File: src/design/nvc_defs.svh
// Constants of the configuration-memory host: register map, device
// register indices, command bytes and bit timing.
// Assumes a 10 MHz system clock and a 100 kHz serial link.
`ifndef NVC_DEFS_SVH
`define NVC_DEFS_SVH

// =====================================================================
// Own register map (byte addresses on the APB)
`define NVC_A_CTRL 8'h00
`define NVC_A_PTR 8'h04
`define NVC_A_STAT 8'h08
`define NVC_A_DAT0 8'h0c
`define NVC_A_DAT1 8'h10
`define NVC_GO_BIT 3
`define NVC_OP_MAX 3'h5

// =====================================================================
// Device side: target address, register indices, command values
`define NVC_TADDR_HI 5'h16
`define NVC_REG_CNT 8'h30
`define NVC_REG_CTL 8'h31
`define NVC_REG_MADR 8'h33
`define NVC_REG_EDAT 8'h34
`define NVC_REG_SDAT 8'h35
`define NVC_REG_UNLK 8'h38
`define NVC_UNLK_KEY 8'hbe
`define NVC_LOCK_VAL 8'h00
`define NVC_COPY_CMD 8'h40
`define NVC_PROG_CMD 8'h01
`define NVC_BUSY_BIT 2

// =====================================================================
// Timing: quarter of a 10 us bit period, in 100 ns cycles
`define NVC_CLK_NS 100
`define NVC_QTR_NS 2500
`define NVC_QTR_CYC ((`NVC_QTR_NS + `NVC_CLK_NS - 1) / `NVC_CLK_NS)

`endif

File: src/design/nvc_pkg.sv
// Types of the configuration-memory host: states, tokens, bus carriers
// and the whole register state of the controller.
// Assumes nothing beyond a SystemVerilog compiler.
`default_nettype none

package nvc_pkg;
  typedef enum logic [4:0] {
    NVC_IDLE = 5'h01, NVC_START = 5'h02, NVC_BIT = 5'h04,
    NVC_STOP = 5'h08, NVC_NEXT = 5'h10
  } nvc_state_t;

  typedef enum logic [1:0] {
    NVC_TK_S = 2'h0, NVC_TK_TX = 2'h1, NVC_TK_RX = 2'h2, NVC_TK_P = 2'h3
  } nvc_tok_t;

  typedef enum logic [2:0] {
    NVC_OP_WR = 3'h0, NVC_OP_RD = 3'h1, NVC_OP_WWR = 3'h2,
    NVC_OP_WRD = 3'h3, NVC_OP_COPY = 3'h4, NVC_OP_PROG = 3'h5
  } nvc_op_t;

  typedef struct packed {
    logic psel;
    logic penable;
    logic pwrite;
    logic [7:0] paddr;
    logic [31:0] pwdata;
  } nvc_apb_req_t;

  typedef struct packed {
    logic [31:0] prdata;
    logic pready;
    logic pslverr;
  } nvc_apb_rsp_t;

  typedef struct packed {
    logic scl_o;
    logic scl_oe_n;
    logic sda_o;
    logic sda_oe_n;
  } nvc_pins_t;

  typedef struct packed {
    nvc_state_t st;
    logic [1:0] ph;
    logic [4:0] div;
    logic [3:0] bitn;
    logic [7:0] sh;
    logic rx;
    logic last;
    logic abort;
    logic [4:0] step;
    logic pre;
    logic [1:0] pstep;
    logic unlk;
    nvc_op_t op;
    logic [1:0] strap;
    logic [7:0] ptr;
    logic [6:0] madr;
    logic [2:0] len;
    logic [7:0][7:0] dbuf;
    logic busy;
    logic nack;
    logic done;
    logic scl_q;
    logic sda_q;
    logic [1:0] scl_sy;
    logic [1:0] sda_sy;
    logic [31:0] prdata;
    logic ack;
    logic slverr;
  } nvc_regs_t;
endpackage : nvc_pkg

`default_nettype wire

File: src/design/nvc_host.sv
// Serial-bus host that drives a programmable clock device: block
// register access, memory window access and the EEPROM commit flow.
// Assumes APB software access and open-drain SCL/SDA resolved outside.
//
// Function
// - Block write: start, address plus write, pointer byte, data, stop.
// - Block read: address write, pointer, repeated start, address read.
// - Software writes whole base array plus one page into SRAM.
// - SRAM write: load 51, then write 53 in one transaction.
// - Never access register 51 twice in succession.
// - SRAM read: load 51, then read 53 in one transaction.
// - EEPROM read: load 51, then read 52 in one transaction.
// - No repeated register 51 access while reading EEPROM.
// - EEPROM is programmed only from SRAM, filled beforehand.
// - Poll bit 2 of register 49 until programming finishes.
// - Write key 0xbe to register 56 before programming.
// - Write 0x00 to register 56 afterwards to relock.
// - Reserved bits are always written as zero.
//
// Our own choices: the placing of the registers and register access over APB.
`include "nvc_defs.svh"
`default_nettype none

module nvc_host (
  input wire logic mclk_i,                     // 10 MHz clock
  input wire logic nrst_i,                     // Async reset, low
  input wire nvc_pkg::nvc_apb_req_t apb_req_i, // APB request
  output nvc_pkg::nvc_apb_rsp_t apb_rsp_o,     // APB answer
  input wire logic scl_i,                      // SCL line level
  input wire logic sda_i,                      // SDA line level
  output nvc_pkg::nvc_pins_t pins_o            // Open-drain drives
);
  import nvc_pkg::*;

  nvc_regs_t r_reg;
  nvc_regs_t r_next;
  logic tick;
  logic adv;

  // ===================================================================
  // Quarter-bit divider and stretch-aware phase advance
  assign tick = (r_reg.div == 5'(`NVC_QTR_CYC - 1));
  assign adv = tick && (!r_reg.scl_q || r_reg.scl_sy[1]);

  // ===================================================================
  // Next-state logic
  always_comb begin
    nvc_tok_t tk;
    logic [7:0] tb;
    logic tl;
    logic rd_e;
    logic win_e;
    logic fix_e;
    logic [7:0] ptr_e;
    logic [7:0] d0_e;
    logic [3:0] cnt;
    logic [4:0] idx;
    logic [7:0] aw;
    logic wr;
    tk = NVC_TK_P;
    tb = 8'h00;
    tl = 1'b0;
    r_next = r_reg;
    r_next.scl_sy = {r_reg.scl_sy[0], scl_i};
    r_next.sda_sy = {r_reg.sda_sy[0], sda_i};
    r_next.div = tick ? 5'h00 : r_reg.div + 5'h01;

    // Operation decode; fixed commands keep reserved bits zero
    ptr_e = r_reg.ptr;
    d0_e = r_reg.dbuf[0];
    fix_e = (r_reg.op == NVC_OP_COPY) || (r_reg.op == NVC_OP_PROG);
    if (r_reg.op == NVC_OP_COPY) begin
      ptr_e = `NVC_REG_CTL;
      d0_e = `NVC_COPY_CMD;
    end else if (r_reg.op == NVC_OP_PROG) begin
      case (r_reg.pstep)
        2'h0: begin
          ptr_e = `NVC_REG_UNLK;
          d0_e = `NVC_UNLK_KEY;
        end
        2'h1: begin
          ptr_e = `NVC_REG_CTL;
          d0_e = `NVC_PROG_CMD;
        end
        2'h2: ptr_e = `NVC_REG_CTL;
        default: begin
          ptr_e = `NVC_REG_UNLK;
          d0_e = `NVC_LOCK_VAL;
        end
      endcase
    end
    // Status poll is a one-byte read
    rd_e = (r_reg.op == NVC_OP_RD) || (r_reg.op == NVC_OP_WRD) ||
           ((r_reg.op == NVC_OP_PROG) && (r_reg.pstep == 2'h2));
    win_e = (r_reg.op == NVC_OP_WWR) || (r_reg.op == NVC_OP_WRD);
    cnt = fix_e ? 4'h1 : {1'b0, r_reg.len} + 4'h1;
    aw = {`NVC_TADDR_HI, r_reg.strap, 1'b0};
    idx = rd_e ? r_reg.step - 5'h05 : r_reg.step - 5'h03;

    // Token for the current step
    if (win_e && !r_reg.pre) begin
      case (r_reg.step)
        5'h00: tk = NVC_TK_S;
        5'h01: begin
          tk = NVC_TK_TX;
          tb = aw;
        end
        5'h02: begin
          tk = NVC_TK_TX;
          tb = `NVC_REG_MADR;
        end
        default: begin
          tk = NVC_TK_TX;
          tb = {1'b0, r_reg.madr};
        end
      endcase
    end else if (r_reg.step == 5'h00) begin
      tk = NVC_TK_S;
    end else if (r_reg.step == 5'h01) begin
      tk = NVC_TK_TX;
      tb = aw;
    end else if (r_reg.step == 5'h02) begin
      tk = NVC_TK_TX;
      tb = ptr_e;
    end else if (!rd_e) begin
      tk = (idx < {1'b0, cnt}) ? NVC_TK_TX : NVC_TK_P;
      tb = fix_e ? d0_e : r_reg.dbuf[idx[2:0]];
    end else if (r_reg.step == 5'h03) begin
      tk = NVC_TK_S;
    end else if (r_reg.step == 5'h04) begin
      tk = NVC_TK_TX;
      tb = aw | 8'h01;
    end else begin
      tk = (idx < {1'b0, cnt}) ? NVC_TK_RX : NVC_TK_P;
      tl = (idx == {1'b0, cnt} - 5'h01);
    end

    // APB slave: setup captures data, access completes with no wait
    wr = apb_req_i.psel && apb_req_i.penable && apb_req_i.pwrite &&
         r_reg.ack;
    r_next.ack = apb_req_i.psel && !apb_req_i.penable;
    if (apb_req_i.psel && !apb_req_i.penable) begin
      r_next.slverr = 1'b0;
      case (apb_req_i.paddr)
        `NVC_A_CTRL: r_next.prdata = {26'h0, r_reg.strap, 1'b0, r_reg.op};
        `NVC_A_PTR: r_next.prdata = {13'h0, r_reg.len, 1'b0, r_reg.madr,
                                     r_reg.ptr};
        `NVC_A_STAT: r_next.prdata = {21'h0, r_reg.st, r_reg.pstep,
                                      r_reg.unlk, r_reg.busy, r_reg.nack,
                                      r_reg.done};
        `NVC_A_DAT0: r_next.prdata = r_reg.dbuf[3:0];
        `NVC_A_DAT1: r_next.prdata = r_reg.dbuf[7:4];
        default: begin
          r_next.prdata = 32'h0;
          r_next.slverr = 1'b1;
        end
      endcase
    end
    if (wr && !r_reg.busy) begin
      case (apb_req_i.paddr)
        `NVC_A_CTRL: begin
          r_next.strap = apb_req_i.pwdata[5:4];
          if (apb_req_i.pwdata[2:0] <= `NVC_OP_MAX) begin
            r_next.op = nvc_op_t'(apb_req_i.pwdata[2:0]);
            if (apb_req_i.pwdata[`NVC_GO_BIT]) begin
              r_next.busy = 1'b1;
              r_next.nack = 1'b0;
              r_next.done = 1'b0;
              r_next.abort = 1'b0;
              r_next.st = NVC_NEXT;
              r_next.step = 5'h00;
              r_next.pre = 1'b0;
              r_next.pstep = 2'h0;
              r_next.unlk = 1'b0;
            end
          end
        end
        `NVC_A_PTR: begin
          r_next.ptr = apb_req_i.pwdata[7:0];
          r_next.madr = apb_req_i.pwdata[14:8];
          r_next.len = apb_req_i.pwdata[18:16];
        end
        `NVC_A_DAT0: r_next.dbuf[3:0] = apb_req_i.pwdata;
        `NVC_A_DAT1: r_next.dbuf[7:4] = apb_req_i.pwdata;
        default: ;
      endcase
    end

    // Line engine
    case (r_reg.st)
      NVC_IDLE: begin
        r_next.scl_q = 1'b1;
        r_next.sda_q = 1'b1;
      end
      NVC_NEXT: begin
        r_next.ph = 2'h0;
        r_next.bitn = 4'h8;
        r_next.sh = tb;
        r_next.rx = (tk == NVC_TK_RX);
        r_next.last = tl;
        case (tk)
          NVC_TK_S: r_next.st = NVC_START;
          NVC_TK_P: r_next.st = NVC_STOP;
          default: r_next.st = NVC_BIT;
        endcase
      end
      NVC_START: if (adv) begin
        r_next.ph = r_reg.ph + 2'h1;
        case (r_reg.ph)
          2'h0: begin
            r_next.sda_q = 1'b1;
            r_next.scl_q = 1'b0;
          end
          2'h1: r_next.scl_q = 1'b1;
          2'h2: r_next.sda_q = 1'b0;
          default: begin
            r_next.scl_q = 1'b0;
            r_next.step = r_reg.step + 5'h01;
            r_next.st = NVC_NEXT;
          end
        endcase
      end
      NVC_BIT: if (adv) begin
        r_next.ph = r_reg.ph + 2'h1;
        case (r_reg.ph)
          2'h0: begin
            r_next.scl_q = 1'b0;
            if (r_reg.rx) begin
              r_next.sda_q = (r_reg.bitn == 4'h0) ? r_reg.last : 1'b1;
            end else begin
              r_next.sda_q = (r_reg.bitn == 4'h0) ? 1'b1 : r_reg.sh[7];
            end
          end
          2'h1: r_next.scl_q = 1'b1;
          2'h2: begin
            if (r_reg.bitn != 4'h0) begin
              r_next.sh = {r_reg.sh[6:0], r_reg.sda_sy[1]};
            end else if (!r_reg.rx && r_reg.sda_sy[1]) begin
              r_next.nack = 1'b1;
              r_next.abort = 1'b1;
            end
          end
          default: begin
            r_next.scl_q = 1'b0;
            r_next.bitn = r_reg.bitn - 4'h1;
            if (r_reg.bitn == 4'h0) begin
              if (r_reg.rx) begin
                r_next.dbuf[idx[2:0]] = r_reg.sh;
              end
              if (win_e && !r_reg.pre && (r_reg.step == 5'h03)) begin
                r_next.pre = 1'b1;
                r_next.step = 5'h00;
              end else begin
                r_next.step = r_reg.step + 5'h01;
              end
              r_next.st = r_reg.abort ? NVC_STOP : NVC_NEXT;
            end
          end
        endcase
      end
      NVC_STOP: if (adv) begin
        r_next.ph = r_reg.ph + 2'h1;
        case (r_reg.ph)
          2'h0: begin
            r_next.scl_q = 1'b0;
            r_next.sda_q = 1'b0;
          end
          2'h1: r_next.scl_q = 1'b1;
          2'h2: r_next.sda_q = 1'b1;
          default: begin
            // Window address restarts with every transaction
            r_next.step = 5'h00;
            r_next.pre = 1'b0;
            if (!r_reg.abort && (r_reg.op == NVC_OP_PROG) &&
                (r_reg.pstep != 2'h3)) begin
              // Hold at poll while busy bit reads one
              if (r_reg.pstep == 2'h0) begin
                r_next.unlk = 1'b1;
              end
              if (!((r_reg.pstep == 2'h2) &&
                    r_reg.dbuf[0][`NVC_BUSY_BIT])) begin
                r_next.pstep = r_reg.pstep + 2'h1;
              end
              r_next.st = NVC_NEXT;
            end else begin
              r_next.busy = 1'b0;
              r_next.done = 1'b1;
              r_next.st = NVC_IDLE;
            end
          end
        endcase
      end
      default: r_next.st = NVC_IDLE;
    endcase
  end

  always_ff @(posedge mclk_i or negedge nrst_i) begin
    if (!nrst_i) begin
      r_reg <= '0;
      r_reg.st <= NVC_IDLE;
      r_reg.op <= NVC_OP_WR;
      r_reg.scl_q <= 1'b1;
      r_reg.sda_q <= 1'b1;
      r_reg.scl_sy <= 2'h3;
      r_reg.sda_sy <= 2'h3;
    end else begin
      r_reg <= r_next;
    end
  end

  assign apb_rsp_o = '{prdata: r_reg.prdata, pready: r_reg.ack,
                       pslverr: r_reg.slverr};
  assign pins_o = '{scl_o: 1'b0, scl_oe_n: r_reg.scl_q,
                    sda_o: 1'b0, sda_oe_n: r_reg.sda_q};
endmodule : nvc_host

`default_nettype wire

File: config.mk
export PLATFORM = sky130hd
export DESIGN_NAME = nvc_host
export DESIGN_NICKNAME = d
export VERILOG_FILES = /design/src/design/nvc_pkg.sv /design/src/design/nvc_host.sv
export VERILOG_INCLUDE_DIRS = /design/src /design/src/design
export SDC_FILE = /design/constraint.sdc
export NUM_CORES = 1
export LEC_CHECK = 0
export ABC_AREA = 1
export BUFFER_PORTS_ARGS = -buffer_cell sky130_fd_sc_hd__buf_2
export CORE_ASPECT_RATIO = 1.5
export CORE_UTILIZATION = 46
export CTS_CLUSTER_DIAMETER = 120
export DETAILED_ROUTE_END_ITERATION = 8
export GPL_TIMING_DRIVEN = 0
export SYNTH_ARGS = -nofsm -noshare
export SYNTH_HDL_FRONTEND = slang
export SYNTH_SLANG_ARGS = --single-unit
File: constraint.sdc
create_clock -name mclk_i -period 7.5 [get_ports mclk_i]
set_clock_uncertainty 0.15 [all_clocks]
set_input_delay 1.125 -clock mclk_i [delete_from_list [all_inputs] [get_ports mclk_i]]
set_output_delay 1.125 -clock mclk_i [all_outputs]
set_load 0.02 [all_outputs]
Word-level counts from Yosys, hierarchy flattened:

Cells that the tools add are included.

* input port bits: 47
* bits in latches: 0
* logic and storage cells: 252
* memory bits (writable): 0
* output and inout bits: 38
* memory bits (read-only): 0
* memories: 0
* flip-flop bits (word level): 166

* reductions and logical operators: 46
* mux-type cells: 121
* divide/modulo/power cells: 0
* order comparisons: 4
* $add $sub $neg: 9
* equal/unequal tests: 37
* shift-type cells: 0
* bitwise operators: 0
* $mul: 0

Operators by type and width (count)
* $mux W64: 5
* $pmux W32 S5: 1
* $mux W8: 16
* $mux W100: 1
* $mux W5: 15
* $bwmux W64: 1
* $mux W32: 2
* $pmux W8 S3: 2
* $mux W1: 32
* $mux W7: 4
* $pmux W5 S5: 1
* $bmux W8 S3: 1
* $demux W8 S3: 1
* $pmux W12 S2: 1
* $mux W2: 11
* $mux W18: 1
* $mux W3: 6
* $mux W9: 2
* $eq A8 B4 Y1 const B: 2
* $pmux W2 S4: 2
* $eq A5 B2 Y1 const B: 3
* $mux W15: 1
* $pmux W5 S3: 1
* $logic_and A1 B1 Y1: 14
* 49 further kinds: 91

Depth between registers and ports, before layout:

* word-level depth: 16
* gate-level depth with buffers: 21
* gate-level depth less buffers: 20

Worst setup path before layout:

No wires, ideal clock.

* path type: flip-flop to flip-flop
* start: reg r_reg[134] (netlist name)
* end: reg r_reg[163] (netlist name)
* stages on the path, launching flop included: 19
* setup slack: 4302 ps
* period minus slack after synthesis: 3198 ps
* data required time: 7213 ps
* arrival time: 2911 ps
* path through: dfrtp_1 inv_1 buf_2 ha_1 inv_1 nand3_1 nand2_4 ha_1 nand2_1 nor2_1 a211o_1 a21oi_1 nand2_1 o21ai_0 a21oi_1 inv_1 ha_1 nand2_1 o21ai_0

RTL lines
* start, declared: line nvc_host.sv:35 `nvc_regs_t r_reg;`
* start signal, assigned: line nvc_host.sv:307 `r_reg <= r_next;`

==> results.cfg <==
[sta]
setup_viol = 0
grt_setup_unrepaired = no
hold_viol_final = 0
clock.fmax_ghz = 0.2531
setup_tns_ns = 0
max_slew_margin_pct = 33.20
worst_pin_slew_ns = 0.9944
fin_crit_sh_pct = 52.67
finalMaxSlewViolations = 0
finalCriticalPeriod_ns = 3.951

[final_layout]
syn_to_final_growth_pct = 14.69
largest_register_ffs = 128
drive_above_1_share_pct = 15.13
nNetsFinal = 1546
antennaDiodeCount = 0
fin_cells = 1755

[clock_network]
holdBufCountCts = 0
root_buffer = clkbuf_16
htree_levels = 4
cts_max_path_buffers = 2
clkTransAtPathRegs_ns = 0.07
cts-buffers-inserted = 17
worstSkewPairLatency_ns = 0.45
cts_tree = yes
post_cts_resized = 0
clock_sinks = 166
postCtsSetupRepairBufs = 0

[logic_synthesis]
ys_types = 50
synth_edf_count = 0
ys_ff_latch = 166
ys_seq_area_share_pct = 41.45
yosys-top-cells-area = dfrtp_1, nand2_1, o21ai_0
synth_top_area_share_pct = 39.62
yosysMostFrequentCell = nand2_1
yosysTopAreaCell = dfrtp_1
avgSynthCellArea_sq_um = 7.326
synth_cells = 1371
syn_area_sq_mm = 0.01004
async_reset_ff_share_pct = 100.0
synth_commonest_cells = nand2_1, o21ai_0, dfrtp_1
ys_warn_count = 0
synth_ff_type = dfrtp_1

[route]
wl_microns = 36590
first_iter_violations = 778
detail-route-antenna-nets = 0
drc = 0
routedWlPerCell_microns = 20.85
drtPass1Iterations = 7
via_count = 9698
drt-vias-per-instance = 5.526

[worst_setup_path]
crit_arrival_ns = 4.10
critPathLaunchType = flop
endpoint_kind = flop
worstPathRequired_ns = 7.65
crit_fanout = 12
crit_type = flop to flop

[grt]
grt_pass1_wl_microns = 54610
grt_use_total_pct = 34.14
gr-total-overflow = 0
grt_max_degree = 108
grt_pass1_vias = 9208
antenna_found_initial = 0

[floorplan]
fp.coreArea_sq_mm = 0.02123
io_pins = 85
rows = 65
dieArea_sq_mm = 0.02244
die_x_microns = 122.6
die_h_microns = 183.0
start_util_pct = 47.32

[pwr]
p_leak_nw = 6.406
max-vdd-ir-drop_mv = 0.1378
power.density_mw_per_mm2 = 184.7

[run_status]
outcome = finished, final reports clean

[placed_design]
dp_hpwl_microns = 28470
dp.cells = 1723
place_congestion = 0.9659
io_buffers = 82

[run]
drv_cap = 0

[hold_path]
hp-class = flop to flop
## cells in the final DEF (no fill, tap or decap), drive strengths merged, types with 2 or more instances in the layout
cell / Yosys / layout
bufinv: 0 / 6
a22oi: 5 / 5
nor4: 3 / 3
nor3: 10 / 10
clkbuf: 30 / 52
o31ai: 3 / 3
nand3: 45 / 45
a31oi: 2 / 2
mux2i: 3 / 3
a21oi: 56 / 56
a221oi: 12 / 12
o21ai: 219 / 219
o22ai: 23 / 23
xor2: 10 / 10
o221ai: 2 / 2
o211ai: 5 / 5
conb: 1 / 2
buf: 58 / 141
clkinv: 2 / 2
ha: 25 / 25
nor2: 86 / 86
a211oi: 2 / 2
xnor2: 3 / 3
inv: 156 / 159
a22o: 10 / 10
nand2: 419 / 419
dfrtp: 159 / 159
dfstp: 7 / 7
nand4: 10 / 10
## logic make-up after synthesis
kind of cell	count (synthesis)	synth area share [%]
other	1	0.03734
flip-flops	166	41.45
AO/OA/AOI/OAI	344	19.19
buffers and inverters	246	10.94
multiplexers	3	0.2990
AND/OR/NAND/NOR	573	23.84
adder cells (fa/ha/maj)	25	3.114
XOR/XNOR	13	1.134
## where the power goes
group	internal [W]	leakage [nW]	switching (W)
combinational	0.0000539	4.21	0.000101
sequential	0.000918	1.86	0.0000183
clock	0.000655	0.332	0.000381
total	0.00163	6.41	0.000500
## through the flow
step	area [sq um]	hold WS [ns]	worst slack [ns]	utilization (%)	total power, W
after global routing	11520	0.2173	3.323	54.26	0.002190
after detailed placement	10830	0.1997	3.651	51.02	0.001109
after CTS	11520	0.2091	3.585	54.26	0.002140
after floorplan	10050	0.1952	4.302	-	0.001033
final	11520	0.2069	3.549	54.26	0.002127
after global placement	10790	0.1984	2.393	50.85	0.001105
## critical path: stages, from the launching register on
cell and delay (ns):
dfrtp_1 0.49, inv_1 0.18, buf_2 0.32, ha_1 0.38
inv_1 0.17, nand3_1 0.26, nand2_4 0.25, ha_1 0.26
nand2_1 0.07, nor2_1 0.04, a211o_1 0.24, a21oi_1 0.17
nand2_1 0.07, o21ai_0 0.15, a21oi_1 0.11, inv_1 0.11
ha_1 0.23, nand2_1 0.06, o21ai_0 0.08
## layer usage
| metal | up-vias | global-route usage, % | wire, microns |
|---|---|---|---|
| met3 | 124 | 4.011 | 1609 |
| met4 | 0 | 23.51 | 2688 |
| met2 | 340 | 60.43 | 19100 |
| met5 | - | 0 | 0 |
| li1 | 4656 | - | - |
| met1 | 4578 | 37.45 | 13190 |
## path summary, 6_finish.rpt
check,start,endpoint,slack [ns],depth (start not counted)
max reg2reg,r_reg[134],r_reg[163],3.55,18
max,r_reg[134],r_reg[163],3.55,18
min in group asynchronous,nrst_i,r_reg[151],0.45,1
min reg2reg,r_next[35],r_reg[35],0.21,0
max in group asynchronous,nrst_i,r_reg[53],5.80,2
min,r_next[35],r_reg[35],0.21,0
## area by class of cell
class                   count  area, sq um
well taps                 268        335.3
fillers                  2169         9708
clock buffers              22        474.2
flip-flops and latches    166         4163
clock inverters            10        214.0
inverters                 158        593.1
plain buffers              88        505.5
multi-input cells         960         4786
repair buffers             83        447.9
Note: power is estimated with default switching activity, not from simulation.
